### config.mk
export PLATFORM = sky130hd
export DESIGN_NAME = ccm_core
export DESIGN_NICKNAME = d
export VERILOG_FILES = /design/src/ccm_core.v
export VERILOG_INCLUDE_DIRS = /design/src /design/src/src
export SDC_FILE = /design/constraint.sdc
export NUM_CORES = 1
export LEC_CHECK = 0
export ABC_AREA = 1
export BUFFER_PORTS_ARGS = -buffer_cell sky130_fd_sc_hd__clkbuf_2
export CAP_MARGIN = 20
export CORE_MARGIN = 10
export CORE_UTILIZATION = 28
export CTS_CLUSTER_SIZE = 25
export DETAILED_ROUTE_END_ITERATION = 6
export PLACE_DENSITY = 0.4
export SYNTH_ARGS = -nofsm -noshare
export SYNTH_HDL_FRONTEND = slang
export SYNTH_SLANG_ARGS = --single-unit
### constraint.sdc
create_clock -name core_clk -period 9.4 [get_ports core_clk]
set_clock_uncertainty 0.15 [all_clocks]
set_input_delay 1.88 -clock core_clk [delete_from_list [all_inputs] [get_ports core_clk]]
set_output_delay 1.88 -clock core_clk [all_outputs]
set_load 0.05 [all_outputs]
### src/ccm_defines.vh
// Purpose: Shared constants of the charge counter monitor core
// Assumes: 25 MHz core clock
// Notes: Times kept in their own units, cycle counts derived
`ifndef CCM_DEFINES_VH
`define CCM_DEFINES_VH
// ----------------------------------------
// Register sub-addresses
// ----------------------------------------
`define CCM_SUB_CTRL 8'h01
`define CCM_SUB_CHRG 8'h02
`define CCM_SUB_STAT 8'h03
`define CCM_SUB_VINON 8'h04
`define CCM_SUB_VINOFF 8'h05
`define CCM_SUB_VOUTON 8'h06
`define CCM_SUB_VOUTOFF 8'h07
`define CCM_SUB_TALM 8'h08
// ----------------------------------------
// Reset values and bus address
// ----------------------------------------
`define CCM_CTRL_RST 16'hFF00
`define CCM_TALM_RST 16'h00FF
`define CCM_ZERO_RST 16'h0000
`define CCM_I2C_ADDR 7'h64
// ----------------------------------------
// Control and status field positions
// ----------------------------------------
`define CCM_CTRL_CLRINT 4
`define CCM_CTRL_CHECK 5
`define CCM_CTRL_SHDN 6
`define CCM_CTRL_CONV 7
`define CCM_STAT_OVF 0
`define CCM_STAT_CALM 1
`define CCM_STAT_COLD 2
`define CCM_STAT_HOT 3
`define CCM_STAT_RDY 4
// ----------------------------------------
// Timing and sizes
// ----------------------------------------
`define CCM_CLK_NS 40
`define CCM_OSC_NS 500
`define CCM_OSC_CYC (`CCM_OSC_NS / `CCM_CLK_NS)
`define CCM_CONV_US 3500
`define CCM_CONV_CYC ((`CCM_CONV_US * 1000) / `CCM_CLK_NS)
`define CCM_MEAS_EVERY 1024
`define CCM_CNT_W 46
`endif

### src/ccm_core.v
// Purpose: Charge counter monitor core with I2C target register file
// Assumes: Comparator, ADC and strap levels come from outside this clock
// Notes: Analog converter is started here and its result latched after a timed wait
// How it works
// - Strap code picks peak source current 5..25mA in 5mA steps, then 50/75/100mA
// - Source turns on below 160mV drop flag, off at 110mV recovery flag
// - Oscillator ticks every 480ns (12 core cycles) only while source on; each tick counts once except one coinciding with a charge write
// - Prescaler zero uses full 46-bit counter; visible charge is its top 16 bits
// - Four-bit prescaler, default zero, each step shortens counter by one bit
// - Input voltage sampled during on pulse and while off; 12-bit, 3.5ms each
// - Voltage sequence runs once every 1024 source-on cycles
// - Output voltage sampled at source on and off, stored in own registers
// - Die temperature measured every 1024 on-cycles, kept in status upper byte
// - I2C target only at address 1100100; SDA driven only for ack and data
// - Sub-addresses 01h..08h; first and last write-only, second read/write
// - Charge read gives visible 16 bits; write changes only upper byte
// - Writing clear-interrupt bit releases interrupt; bit returns to zero itself
// - Shutdown plus conversion-start runs measurements; start bit self-clears after
// - Ready bit set after requested conversions, cleared once read over I2C
// - Charge threshold byte defaults all ones; alarm when visible top byte reaches it
// - Overflow bit set when shortened counter wraps past its maximum
// - Cold alarm at or below low byte, hot alarm at or above high byte
// - Strap code latched at start-up, reported in status bits 7..5
// - Reset loads control FF00h, temperature limits 00FFh, all else zero
// - Voltage registers hold 12-bit result low, top four bits read zero
// - Interrupt output goes low on charge, temperature or overflow alarm, stays low until cleared
// - Counter-check mode puts counter input clock on the interrupt output
// - Shutdown stops counting, disables current limit and bypasses input to output
// - Charge alarm checked on visible LSB change or control/charge writes
`timescale 1ns/1ns
`include "ccm_defines.vh"
module ccm_core #(
  parameter CONV_CYC = `CCM_CONV_CYC,
  parameter OSC_CYC = `CCM_OSC_CYC
) (
  input wire core_clk,
  input wire reset_n,
  input wire [2:0] current_limit_strap,
  input wire load_side_low,
  input wire load_side_recovered,
  input wire [11:0] adc_data,
  input wire scl_in,
  input wire sda_in,
  output wire sda_out,
  output reg sda_oe,
  output reg irq_n,
  output reg source_on,
  output reg bypass_on,
  output reg [6:0] peak_current_ma,
  output reg [4:0] adc_sample,
  output reg adc_busy,
  output reg [2:0] adc_channel
);
  // ----------------------------------------
  // State encodings and helpers
  // ----------------------------------------
  localparam ST_IDLE = 7'b000_0001;
  localparam ST_ADDR = 7'b000_0010;
  localparam ST_SUB = 7'b000_0100;
  localparam ST_WR = 7'b000_1000;
  localparam ST_RD = 7'b001_0000;
  localparam ST_ACK = 7'b010_0000;
  localparam ST_MACK = 7'b100_0000;
  localparam CH_INON = 0;
  localparam CH_INOFF = 1;
  localparam CH_OUTON = 2;
  localparam CH_OUTOFF = 3;
  localparam CH_TEMP = 4;

  function [6:0] strap_to_ma;
    input [2:0] code;
    begin
      case (code)
        3'h5: strap_to_ma = 7'd50;
        3'h6: strap_to_ma = 7'd75;
        3'h7: strap_to_ma = 7'd100;
        default: strap_to_ma = 7'd5 * ({4'h0, code} + 7'd1);
      endcase
    end
  endfunction

  function [2:0] first_pending;
    input [4:0] p;
    integer i;
    begin
      first_pending = 3'h0;
      for (i = 4; i >= 0; i = i - 1) begin
        if (p[i]) begin
          first_pending = i[2:0];
        end
      end
    end
  endfunction

  // ----------------------------------------
  // Input synchronisers
  // ----------------------------------------
  reg [2:0] strap_s1_q, strap_s2_q;
  reg low_s1_q, low_s2_q, rec_s1_q, rec_s2_q;
  reg scl_s1_q, scl_s2_q, scl_s3_q, sda_s1_q, sda_s2_q, sda_s3_q;
  always @(posedge core_clk or negedge reset_n) begin
    if (!reset_n) begin
      low_s1_q <= 1'b0;
      low_s2_q <= 1'b0;
      rec_s1_q <= 1'b0;
      rec_s2_q <= 1'b0;
      scl_s1_q <= 1'b1;
      scl_s2_q <= 1'b1;
      scl_s3_q <= 1'b1;
      sda_s1_q <= 1'b1;
      sda_s2_q <= 1'b1;
      sda_s3_q <= 1'b1;
    end else begin
      low_s1_q <= load_side_low;
      low_s2_q <= low_s1_q;
      rec_s1_q <= load_side_recovered;
      rec_s2_q <= rec_s1_q;
      scl_s1_q <= scl_in;
      scl_s2_q <= scl_s1_q;
      scl_s3_q <= scl_s2_q;
      sda_s1_q <= sda_in;
      sda_s2_q <= sda_s1_q;
      sda_s3_q <= sda_s2_q;
    end
  end

  // Straps not reset so the chain holds the pin level at release
  always @(posedge core_clk) begin
    strap_s1_q <= current_limit_strap;
    strap_s2_q <= strap_s1_q;
  end

  // ----------------------------------------
  // Registers and shared wires
  // ----------------------------------------
  reg [15:0] ctrl_q, talm_q;
  reg [11:0] vin_on_q, vin_off_q, vout_on_q, vout_off_q;
  reg [7:0] temp_q;
  reg [4:0] stat_q;
  reg [2:0] strap_q;
  reg strap_done_q;
  reg [`CCM_CNT_W-1:0] cnt_q;
  reg [3:0] osc_q;
  reg osc_phase_q, vis0_q, irq_q, wr_eval_q, req_taken_q;
  reg [9:0] on_cnt_q;
  reg meas_q;
  reg [4:0] pend_q;
  reg [23:0] conv_q;
  reg wr_stb, rd_c_stb;
  reg [7:0] sub_q;
  reg [15:0] wdat_q;
  wire shdn = ctrl_q[`CCM_CTRL_SHDN];
  wire [3:0] presc = ctrl_q[3:0];
  wire [5:0] vshift = 6'd30 - {2'b00, presc};
  wire [5:0] bshift = 6'd38 - {2'b00, presc};
  wire [`CCM_CNT_W-1:0] len_mask = {`CCM_CNT_W{1'b1}} >> presc;
  wire [`CCM_CNT_W-1:0] vis_full = cnt_q >> vshift;
  wire [15:0] vis = vis_full[15:0];
  wire tick = source_on && !shdn && (osc_q == OSC_CYC[3:0] - 4'h1);
  wire wrap = tick && ((cnt_q & len_mask) == len_mask);
  wire src_rise, src_fall;
  reg src_d_q;
  assign src_rise = source_on & ~src_d_q;
  assign src_fall = ~source_on & src_d_q;
  wire conv_done = adc_busy && (conv_q == CONV_CYC[23:0] - 24'h1);
  wire wr_ctrl = wr_stb && (sub_q == `CCM_SUB_CTRL);
  wire wr_chrg = wr_stb && (sub_q == `CCM_SUB_CHRG);
  assign sda_out = 1'b0;

  // ----------------------------------------
  // Strap latch and source control
  // ----------------------------------------
  always @(posedge core_clk or negedge reset_n) begin
    if (!reset_n) begin
      strap_q <= 3'h0;
      strap_done_q <= 1'b0;
      peak_current_ma <= 7'd0;
      source_on <= 1'b0;
      src_d_q <= 1'b0;
      bypass_on <= 1'b0;
    end else begin
      if (!strap_done_q) begin
        strap_q <= strap_s2_q;
        strap_done_q <= 1'b1;
      end
      peak_current_ma <= shdn ? 7'd0 : strap_to_ma(strap_q);
      bypass_on <= shdn;
      if (shdn) begin
        source_on <= 1'b0;
      end else if (low_s2_q) begin
        source_on <= 1'b1;
      end else if (rec_s2_q) begin
        source_on <= 1'b0;
      end
      src_d_q <= source_on;
    end
  end

  // ----------------------------------------
  // Oscillator and charge counter
  // ----------------------------------------
  always @(posedge core_clk or negedge reset_n) begin
    if (!reset_n) begin
      osc_q <= 4'h0;
      osc_phase_q <= 1'b0;
      cnt_q <= {`CCM_CNT_W{1'b0}};
      vis0_q <= 1'b0;
    end else begin
      if (!source_on || shdn) begin
        osc_q <= 4'h0;
      end else if (tick) begin
        osc_q <= 4'h0;
        osc_phase_q <= ~osc_phase_q;
      end else begin
        osc_q <= osc_q + 4'h1;
      end
      if (wr_chrg) begin
        cnt_q <= (cnt_q & ~({{38{1'b0}}, 8'hFF} << bshift)) |
                 ({{38{1'b0}}, wdat_q[15:8]} << bshift);
      end else if (tick) begin
        cnt_q <= (cnt_q + {{45{1'b0}}, 1'b1}) & len_mask;
      end
      vis0_q <= vis[0];
    end
  end

  // ----------------------------------------
  // Measurement scheduling and converter
  // ----------------------------------------
  wire host_req = ctrl_q[`CCM_CTRL_CONV] && shdn && !req_taken_q;
  reg [4:0] pend_d;
  always @* begin
    pend_d = pend_q;
    if (conv_done) begin
      pend_d[adc_channel] = 1'b0;
    end
    if (src_rise && on_cnt_q == 10'h3FF && !shdn) begin
      pend_d[CH_INON] = 1'b1;
      pend_d[CH_OUTON] = 1'b1;
    end
    if (src_fall && meas_q) begin
      pend_d[CH_INOFF] = 1'b1;
      pend_d[CH_OUTOFF] = 1'b1;
      pend_d[CH_TEMP] = 1'b1;
    end
    if (host_req) begin
      pend_d[CH_INOFF] = 1'b1;
      pend_d[CH_TEMP] = 1'b1;
    end
  end

  always @(posedge core_clk or negedge reset_n) begin
    if (!reset_n) begin
      on_cnt_q <= 10'h000;
      meas_q <= 1'b0;
      pend_q <= 5'h00;
      adc_sample <= 5'h00;
      adc_busy <= 1'b0;
      adc_channel <= 3'h0;
      conv_q <= 24'h00_0000;
      req_taken_q <= 1'b0;
    end else begin
      pend_q <= pend_d;
      adc_sample <= pend_d & ~pend_q;
      if (src_rise) begin
        on_cnt_q <= on_cnt_q + 10'h001;
      end
      if (src_rise && on_cnt_q == 10'h3FF && !shdn) begin
        meas_q <= 1'b1;
      end else if (src_fall) begin
        meas_q <= 1'b0;
      end
      if (host_req) begin
        req_taken_q <= 1'b1;
      end else if (req_taken_q && pend_q == 5'h00 && !adc_busy) begin
        req_taken_q <= 1'b0;
      end
      if (conv_done) begin
        adc_busy <= 1'b0;
        conv_q <= 24'h00_0000;
      end else if (adc_busy) begin
        conv_q <= conv_q + 24'h00_0001;
      end else if (pend_q != 5'h00) begin
        adc_busy <= 1'b1;
        adc_channel <= first_pending(pend_q);
      end
    end
  end

  always @(posedge core_clk or negedge reset_n) begin
    if (!reset_n) begin
      vin_on_q <= 12'h000;
      vin_off_q <= 12'h000;
      vout_on_q <= 12'h000;
      vout_off_q <= 12'h000;
      temp_q <= 8'h00;
    end else if (conv_done) begin
      case (adc_channel)
        CH_INON: vin_on_q <= adc_data;
        CH_INOFF: vin_off_q <= adc_data;
        CH_OUTON: vout_on_q <= adc_data;
        CH_OUTOFF: vout_off_q <= adc_data;
        default: temp_q <= adc_data[11:4];
      endcase
    end
  end

  // ----------------------------------------
  // Control, status and alarms
  // ----------------------------------------
  wire temp_eval = conv_done && adc_channel == CH_TEMP;
  wire cold_now = adc_data[11:4] <= talm_q[7:0];
  wire hot_now = adc_data[11:4] >= talm_q[15:8];
  wire chg_eval = (vis[0] != vis0_q) || wr_eval_q;
  wire chg_now = vis[15:8] >= ctrl_q[15:8];
  wire alarm_set = wrap || (chg_eval && chg_now) || (temp_eval && (cold_now || hot_now));
  wire req_fin = req_taken_q && pend_q == 5'h00 && !adc_busy;
  always @(posedge core_clk or negedge reset_n) begin
    if (!reset_n) begin
      ctrl_q <= `CCM_CTRL_RST;
      talm_q <= `CCM_TALM_RST;
      stat_q <= 5'h00;
      irq_q <= 1'b0;
      irq_n <= 1'b1;
      wr_eval_q <= 1'b0;
    end else begin
      wr_eval_q <= wr_ctrl || wr_chrg;
      if (wr_ctrl) begin
        ctrl_q <= wdat_q;
      end else begin
        if (ctrl_q[`CCM_CTRL_CLRINT]) begin
          ctrl_q[`CCM_CTRL_CLRINT] <= 1'b0;
        end
        if (req_fin) begin
          ctrl_q[`CCM_CTRL_CONV] <= 1'b0;
        end
      end
      if (wr_stb && sub_q == `CCM_SUB_TALM) begin
        talm_q <= wdat_q;
      end
      if (wrap) begin
        stat_q[`CCM_STAT_OVF] <= 1'b1;
      end else if (ctrl_q[`CCM_CTRL_CLRINT]) begin
        stat_q[`CCM_STAT_OVF] <= 1'b0;
      end
      if (chg_eval) begin
        stat_q[`CCM_STAT_CALM] <= chg_now;
      end
      if (temp_eval) begin
        stat_q[`CCM_STAT_COLD] <= cold_now;
        stat_q[`CCM_STAT_HOT] <= hot_now;
      end
      if (req_fin) begin
        stat_q[`CCM_STAT_RDY] <= 1'b1;
      end else if (rd_c_stb) begin
        stat_q[`CCM_STAT_RDY] <= 1'b0;
      end
      // New alarm beats a simultaneous clear
      if (alarm_set) begin
        irq_q <= 1'b1;
      end else if (ctrl_q[`CCM_CTRL_CLRINT]) begin
        irq_q <= 1'b0;
      end
      irq_n <= ctrl_q[`CCM_CTRL_CHECK] ? osc_phase_q : ~irq_q;
    end
  end

  // ----------------------------------------
  // I2C target
  // ----------------------------------------
  wire scl_rise = scl_s2_q & ~scl_s3_q;
  wire scl_fall = ~scl_s2_q & scl_s3_q;
  wire i2c_start = scl_s2_q & scl_s3_q & sda_s3_q & ~sda_s2_q;
  wire i2c_stop = scl_s2_q & scl_s3_q & ~sda_s3_q & sda_s2_q;
  reg [6:0] st_q, nxt_q;
  reg [3:0] bit_q;
  reg [7:0] sh_q;
  reg [15:0] tx_q;
  reg hi_q, mack_q;
  reg [15:0] rd_val;
  always @* begin
    case (sub_q)
      `CCM_SUB_CHRG: rd_val = vis;
      `CCM_SUB_STAT: rd_val = {temp_q, strap_q, stat_q};
      `CCM_SUB_VINON: rd_val = {4'h0, vin_on_q};
      `CCM_SUB_VINOFF: rd_val = {4'h0, vin_off_q};
      `CCM_SUB_VOUTON: rd_val = {4'h0, vout_on_q};
      `CCM_SUB_VOUTOFF: rd_val = {4'h0, vout_off_q};
      default: rd_val = `CCM_ZERO_RST;
    endcase
  end

  always @(posedge core_clk or negedge reset_n) begin
    if (!reset_n) begin
      st_q <= ST_IDLE;
      nxt_q <= ST_IDLE;
      bit_q <= 4'h0;
      sh_q <= 8'h00;
      tx_q <= 16'h0000;
      hi_q <= 1'b0;
      mack_q <= 1'b0;
      sub_q <= 8'h00;
      wdat_q <= 16'h0000;
      sda_oe <= 1'b0;
      wr_stb <= 1'b0;
      rd_c_stb <= 1'b0;
    end else begin
      wr_stb <= 1'b0;
      rd_c_stb <= 1'b0;
      if (i2c_start) begin
        st_q <= ST_ADDR;
        bit_q <= 4'h0;
        sda_oe <= 1'b0;
      end else if (i2c_stop) begin
        st_q <= ST_IDLE;
        sda_oe <= 1'b0;
      end else if (scl_rise) begin
        if (st_q == ST_ADDR || st_q == ST_SUB || st_q == ST_WR) begin
          sh_q <= {sh_q[6:0], sda_s2_q};
          bit_q <= bit_q + 4'h1;
        end
        if (st_q == ST_MACK) begin
          mack_q <= ~sda_s2_q;
        end
      end else if (scl_fall) begin
        case (st_q)
          ST_ADDR, ST_SUB, ST_WR: begin
            if (bit_q == 4'h8) begin
              bit_q <= 4'h0;
              sda_oe <= 1'b1;
              st_q <= ST_ACK;
              if (st_q == ST_ADDR) begin
                if (sh_q[7:1] != `CCM_I2C_ADDR) begin
                  sda_oe <= 1'b0;
                  st_q <= ST_IDLE;
                end else if (sh_q[0]) begin
                  nxt_q <= ST_RD;
                  tx_q <= rd_val;
                  rd_c_stb <= (sub_q == `CCM_SUB_STAT);
                end else begin
                  nxt_q <= ST_SUB;
                end
              end else if (st_q == ST_SUB) begin
                sub_q <= sh_q;
                hi_q <= 1'b0;
                nxt_q <= ST_WR;
              end else begin
                nxt_q <= ST_WR;
                hi_q <= ~hi_q;
                if (!hi_q) begin
                  wdat_q[15:8] <= sh_q;
                end else begin
                  wdat_q[7:0] <= sh_q;
                  wr_stb <= 1'b1;
                end
              end
            end
          end
          ST_ACK: begin
            st_q <= nxt_q;
            sda_oe <= (nxt_q == ST_RD) ? ~tx_q[15] : 1'b0;
          end
          ST_RD: begin
            tx_q <= {tx_q[14:0], 1'b0};
            bit_q <= bit_q + 4'h1;
            if (bit_q == 4'h7) begin
              sda_oe <= 1'b0;
              st_q <= ST_MACK;
            end else begin
              sda_oe <= ~tx_q[14];
            end
          end
          ST_MACK: begin
            bit_q <= 4'h0;
            st_q <= mack_q ? ST_RD : ST_IDLE;
            sda_oe <= mack_q ? ~tx_q[15] : 1'b0;
          end
          default: st_q <= st_q;
        endcase
      end
    end
  end
endmodule

==> metrics.md, run 1 <==
| Metric | Value |
|---|---|
| Outcome | `complete, no violations` |
| # hold bufs at CTS | `0` |
| DP Area | `19800 um2` |
| Average wire per standard cell | `20.2 um` |
| Pwr/cell area | `156 nW/um2` |
| Worst setup SP type | `register` |
| Htree depth | `2` |
| Row Count | `95` |
| HPWL after DPL | `54200 um` |
| CP max-delay cell | `buf_4` |
| Clk Latency, worst-skew pair | `0.57 ns` |
| Top-count cell post-synth | `nand2_1` |
| Final WL | `72600 um` |
| Syn_nets | `2761` |
| Distinct cells, synth | `59` |
| Vias in the first global route | `17.5k` |
| Period utilization | `0.492` |
| Layout area overhead | `12.2%` |
| Clock transition at the registers of the reported paths | `0.06 ns` |
| Critical Path, Cell by Cell | `buf_4, inv_2, ha_1, buf_4, inv_1, buf_4, nor2_1, inv_1, o21ai_0, o21ai_1, nand3_1, nand2_1, ha_1, nand2_1, nor2_1, nand4_1, o2111ai_1, nand2_1, nand2_1` |
| Sequential area share after synthesis | `0.392` |
| First-pass GRT wire length | `111000 um` |
| Post-synth top flop | `dfrtp_1` |
| Most frequent CP cell | `nand2_1` |
| Post-route ant nets | `0` |
| Post-synth EDFFs | `0` |
| Mapped Area | `18900 um2` |
| Post-CTS setup buffers | `0` |
| Sum Neg Setup Slack | `0 ns` |
| Die X | `280 um` |
| Yosys reg bits | `296` |
| Post-route cell area | `21200 um2` |
| Die area | `78400 um2` |
| Commonest cells in the netlist | `770 x nand2_1, 353 x nand3_1, 265 x dfrtp_1` |
| Worst-Margin Slew | `1.01 ns` |
| Worst hold stages | `0` |
| Syn_area_per_cell | `7.03 um2` |
| Synth top area cells | `dfrtp_1 35%, nand2_1 15%, nand3_1 9.3%` |
| Clk root buf | `clkbuf_16` |
| GPL Wtd Cong | `0.933` |
| Fmax | `216 MHz` |
| Arr. time, crit path | `4.98 ns` |
| Final Hold Fails | `0` |
| Crit path kind | `register to register` |
| CP max stage delay | `0.52 ns` |
| Total iterations of the first detailed-routing run | `5` |
| CTS tree | `built` |
| Total CTS buffers | `41` |
| # IOs | `42` |
| Pleak | `9.62 nW` |
| FFs w/ async S/R, synth | `0.980` |
| Hold/Removal Path Class | `register to register` |
| CTS Sinks | `296` |
| Post-Syn Instances | `2690` |
| Max VDD drop | `0.119 mV` |
| Height of the die | `280 um` |
| Deepest clock path buffer count | `3` |
| Max Cap Viol | `0` |
| Gr usage total | `0.183` |
| Residual DRC | `0` |
| Reg2Reg Depth | `19` |
| Setup Viol. Count Final | `0` |
| Post-cts sizing count | `0` |
| Via count | `18.1k` |
| Post-route minimum period | `4.62 ns` |
| Worst slew margin | `0.323` |
| Area share of the largest cell type after synthesis | `0.350` |
| Critical Path RT | `9.75 ns` |
| Crit. End Element | `register` |
| Pin count of the biggest net entering global routing | `120` |
| Yosys top cell by area | `dfrtp_1` |
| Share of layout cells above drive strength 1 | `0.0831` |
| Layout Nets | `2758` |
| Final Max Tran Viols | `0` |
| Iter 0 DRT Violations | `1801` |
| Starting density of the core | `0.282` |
| Unrepaired setup endpoints after global routing | `false` |
| Port Buf Inserts | `40` |
| Worst-path fanout max | `70` |
| Via density | `5.03` |
| Grt ovf | `0` |
| Synth warn | `0` |
| Core region area | `67000 um2` |
| Diodes inserted | `0` |
| Initial antenna violation count | `0` |
-- metrics by stage --
step	hold slack, ns	setup slack (ns)	power (mW)	utilization	instances
floorplan	0.160	6.32	1.66	-	2690
global placement	0.163	4.82	1.78	0.295	3513
detailed placement	0.166	4.80	1.78	0.295	3513
CTS	0.177	4.79	3.38	0.315	3589
global route	0.181	4.28	3.48	0.317	3593
finish	0.173	4.78	3.32	0.317	3593
-- critical path: cells and delay by family, from the launching register on --
kind	cells	cell delay [ns]
AOI/OAI and AO/OA	3	0.36
adders and majority gates	2	0.73
buffers and inverters	6	1.93
DFF	1	0.35
and+or+nand+nor	8	0.95
-- where the power goes --
| part | internal [mW] | switching (mW) |
|---|---|---|
| registers | 1.35 | 0.0631 |
| logic | 0.105 | 0.239 |
| clock network | 0.942 | 0.617 |
-- flip-flops by register name (all words and copies together) (netlist names), 4 cells and up --
register         count
nxt_q                4
vin_off_q           12
bit_q                4
on_cnt_q            10
ctrl_q              16
tx_q                16
cnt_q               46
adc_sample           5
vout_on_q           12
stat_q               5
vin_on_q            12
osc_q                4
sh_q                 8
pend_q               5
sub_q                8
temp_q               8
wdat_q              16
talm_q              16
vout_off_q          12
conv_q              24
peak_current_ma      7
st_q                 7
-- kinds of logic after synthesis --
| logic type | share of synthesized area |
|---|---|
| mux | 0.000595 |
| fa+ha+maj | 0.0335 |
| buf+inv | 0.0864 |
| compound gates | 0.102 |
| other cells | 0.000397 |
| flops | 0.392 |
| xor+xnor | 0.0236 |
| simple gates | 0.362 |
-- layout make-up --
cell class                 count  area (um2)
fill                        7324       45800
timing repair buffer          60         435
clock buffer                  69        1220
sequential                   296        7410
inverter                     283        1060
clock inverter                 7         128
multi-input combinational   2005        9880
tap                          873        1090
-- layout by cell type (no fill, tap or decap), types with 16 or more instances in the layout --
cell	Yosys	final
a21oi_1	87	87
clkbuf_1	30	19
clkbuf_16	0	43
clkbuf_2	1	39
dfrtp_1	265	264
dfstp_2	25	25
ha_1	49	49
inv_1	262	262
inv_2	18	18
nand2_1	770	770
nand2_2	16	16
nand3_1	353	353
nand4_1	63	63
nor2_1	229	229
nor3_1	52	52
o21ai_0	198	198
o21ai_1	23	23
xor2_1	40	40
-- final timing paths --
path	start	endpoint	slack, ns
max reg2reg	ctrl_q[0]	stat_q[1]	4.78
min reg2reg	strap_s1_q[1]	strap_s2_q[1]	0.17
max in group asynchronous	reset_n	cnt_q[27]	6.34
min in group asynchronous	reset_n	conv_q[4]	1.19
min	strap_s1_q[1]	strap_s2_q[1]	0.17
max	ctrl_q[0]	stat_q[1]	4.78
-- layer usage --
layer,part of all wire,GRT usage
met1,0.46,0.254
met2,0.46,0.295
met3,0.057,0.0230
met4,0.024,0.0474
met5,0,0
Note: power is estimated with default switching activity, not from simulation.
==> run 2: changes to the inputs <==
Clock period 9.4 ns to 4.8 ns, I/O delays scaled along.
==> metrics.md, run 2 (synthesis results as in run 1) <==
| Metric | Value |
|---|---|
| Clk Latency, worst-skew pair | `0.58 ns (about the same)` |
| First-pass GRT wire length | `111000 um (+0.52%)` |
| GPL Wtd Cong | `0.953 (+2.2%)` |
| Initial antenna violation count | `0 (unchanged)` |
| Crit-path leading delay family | `simple AND/OR/NAND/NOR gates` |
| Post-route minimum period | `3.64 ns (-0.986 ns)` |
| CTS tree | `built` |
| Htree depth | `2 (unchanged)` |
| Die X | `280 um (unchanged)` |
| Critical Path RT | `5.11 ns (-4.64 ns)` |
| Critical Path, Cell by Cell | `inv_1, ha_1, inv_1, buf_4, nand3_1, nand3_1, nand2_1, nand2_1, nand3_1, nand2_1, inv_1, ha_1, a21oi_1, o21ai_0, nand2_1, o2111ai_1, nand2_1, nand2_1` |
| Worst hold start | `strap_s1_q[2]` |
| Via count | `18.3k (+1.4%)` |
| # hold bufs at CTS | `0 (unchanged)` |
| Sum Neg Setup Slack | `0 ns (unchanged)` |
| Final Max Tran Viols | `0 (unchanged)` |
| Worst R2R Start | `ctrl_q[1]` |
| Final Hold Fails | `0 (unchanged)` |
| Outcome | `complete, no violations` |
| Starting density of the core | `0.282 (unchanged)` |
| Top reg by flops | `cnt_q` |
| Area taken by multi-input logic gates | `9880 um2 (unchanged)` |
| Unrepaired setup endpoints after global routing | `false` |
| # IOs | `42 (unchanged)` |
| Total iterations of the first detailed-routing run | `6 (+1)` |
| Arr. time, crit path | `3.95 ns (-1.03 ns)` |
| Clk root buf | `clkbuf_16` |
| Register area | `7410 um2 (unchanged)` |
| Die area | `78400 um2 (unchanged)` |
| CP max-delay cell | `ha_1` |
| Worst-path fanout max | `47 (-33%)` |
| Deepest clock path buffer count | `3 (unchanged)` |
| Core region area | `67000 um2 (unchanged)` |
| Residual DRC | `0 (unchanged)` |
| Share of layout cells above drive strength 1 | `0.0898 (+0.00669)` |
| Height of the die | `280 um (unchanged)` |
| Layout Nets | `2769 (+0.40%)` |
| Grt ovf | `0 (unchanged)` |
| Top flop regs | `cnt_q (46), conv_q (24)` |
| Worst slew margin | `0.256 (-0.0670)` |
| Pin count of the biggest net entering global routing | `97 (-19%)` |
| Period utilization | `0.758 (+0.266)` |
| Iter 0 DRT Violations | `1682 (-6.6%)` |
| Worst setup SP type | `register` |
| Total CTS buffers | `40 (-2.4%)` |
| CTS Sinks | `296 (unchanged)` |
| Via density | `5.08 (+1.1%)` |
| Diodes inserted | `0 (unchanged)` |
| Crit path kind | `register to register` |
| Row Count | `95 (unchanged)` |
| Average wire per standard cell | `20.2 um (about the same)` |
| Pleak | `9.72 nW (+1.1%)` |
| Worst hold endpoint | `strap_s2_q[2]` |
| Worst hold stages | `0 (unchanged)` |
| Gr usage total | `0.183 (+0.000193)` |
| Crit. End Element | `register` |
| Max reg flops | `46 (unchanged)` |
| Post-route ant nets | `0 (unchanged)` |
| Post-CTS setup buffers | `0 (unchanged)` |
| Hold/Removal Path Class | `register to register` |
| Reg2Reg Setup Slack | `1.16 ns (-3.61 ns)` |
| Leading cell type in the layout, fill and taps excluded | `nand2_1` |
| Max Cap Viol | `0 (unchanged)` |
| Fin util | `0.319 (+0.00239)` |
| Layout area overhead | `13.0%` |
| HPWL after DPL | `54900 um (+1.2%)` |
| Fmax | `275 MHz (+27%)` |
| Reg2reg end | `irq_q` |
| Fillers | `7466 (+1.9%)` |
| Max VDD drop | `0.279 mV (+130%)` |
| Most frequent cells in the layout | `770 x nand2_1, 353 x nand3_1, 264 x dfrtp_1, 262 x inv_1, 229 x nor2_1` |
| Hold slack | `0.174 ns (+0.000978 ns)` |
| Worst path buffer plus inverter count | `4 (-2)` |
| CP max stage delay | `0.54 ns (+0.02 ns)` |
| Vias in the first global route | `17.8k (+1.6%)` |
| Pwr/cell area | `314 nW/um2 (+100%)` |
| Final WL | `72800 um (+0.30%)` |
| Worst-Margin Slew | `1.10 ns (+0.0994 ns)` |
| Post-cts sizing count | `0 (unchanged)` |
| Most frequent CP cell | `nand2_1` |
| Reg2Reg Depth | `18 (-1)` |
| Clock transition at the registers of the reported paths | `0.06 ns (about the same)` |
| Port Buf Inserts | `40 (unchanged)` |
| Setup Viol. Count Final | `0 (unchanged)` |
==> run 2: metrics by stage <==
step | cells | instance area (um2) | setup WS [ns] | total power, mW
final | 3602 | 21400 | 1.16 | 6.72
after global routing | 3602 | 21400 | 0.884 | 7.04
after CTS | 3601 | 21400 | 1.22 | 6.84
after detailed placement | 3528 | 19900 | 1.23 | 3.50
after global placement | 3527 | 19900 | 1.25 | 3.49
after floorplan | 2690 | 18900 | 1.77 | 3.25
==> run 2: cell type report <==
cell class              count  area share
inverters                 283      0.0498
well taps                 873      0.0511
clock inverters            17      0.0145
multi-input cells        2005       0.462
flip-flops and latches    296       0.346
repair buffers             72      0.0235
clock buffers              56      0.0529
==> run 2: power by group <==
part           switching [mW]  leakage (nW)  internal (mW)
Sequential              0.129          3.63           2.65
Combinational           0.466          5.39          0.208
Clock                    1.23         0.703           2.04
==> run 2: per-layer routing <==
| metal | part of all wire | wire length [um] | global-route usage |
|---|---|---|---|
| met1 | 0.46 | 33500 | 0.251 |
| met2 | 0.46 | 33100 | 0.293 |
| met3 | 0.058 | 4200 | 0.0278 |
| met4 | 0.027 | 1970 | 0.0528 |
| met5 | 0 | 0 | 0 |
==> run 2: worst max path at each step <==
| stage | end | depth (start not counted) | slack, ns | from |
|---|---|---|---|---|
| after CTS | irq_q | 18 | 1.22 | ctrl_q[1] |
| after global routing | stat_q[1] | 18 | 0.88 | ctrl_q[1] |
| after global placement | irq_q | 18 | 1.25 | ctrl_q[1] |
| final | irq_q | 18 | 1.16 | ctrl_q[1] |
| after detailed placement | irq_q | 18 | 1.23 | ctrl_q[1] |
| after floorplan | irq_q | 21 | 1.77 | ctrl_q[0] |
==> run 2: worst register-to-register path: cells and delay by family (launching register included) <==
family	cells	cell delay, ns
adders and majority gates	2	0.83
DFF	1	0.48
and+or+nand+nor	9	0.99
AOI/OAI and AO/OA	3	0.34
buffers and inverters	4	0.76
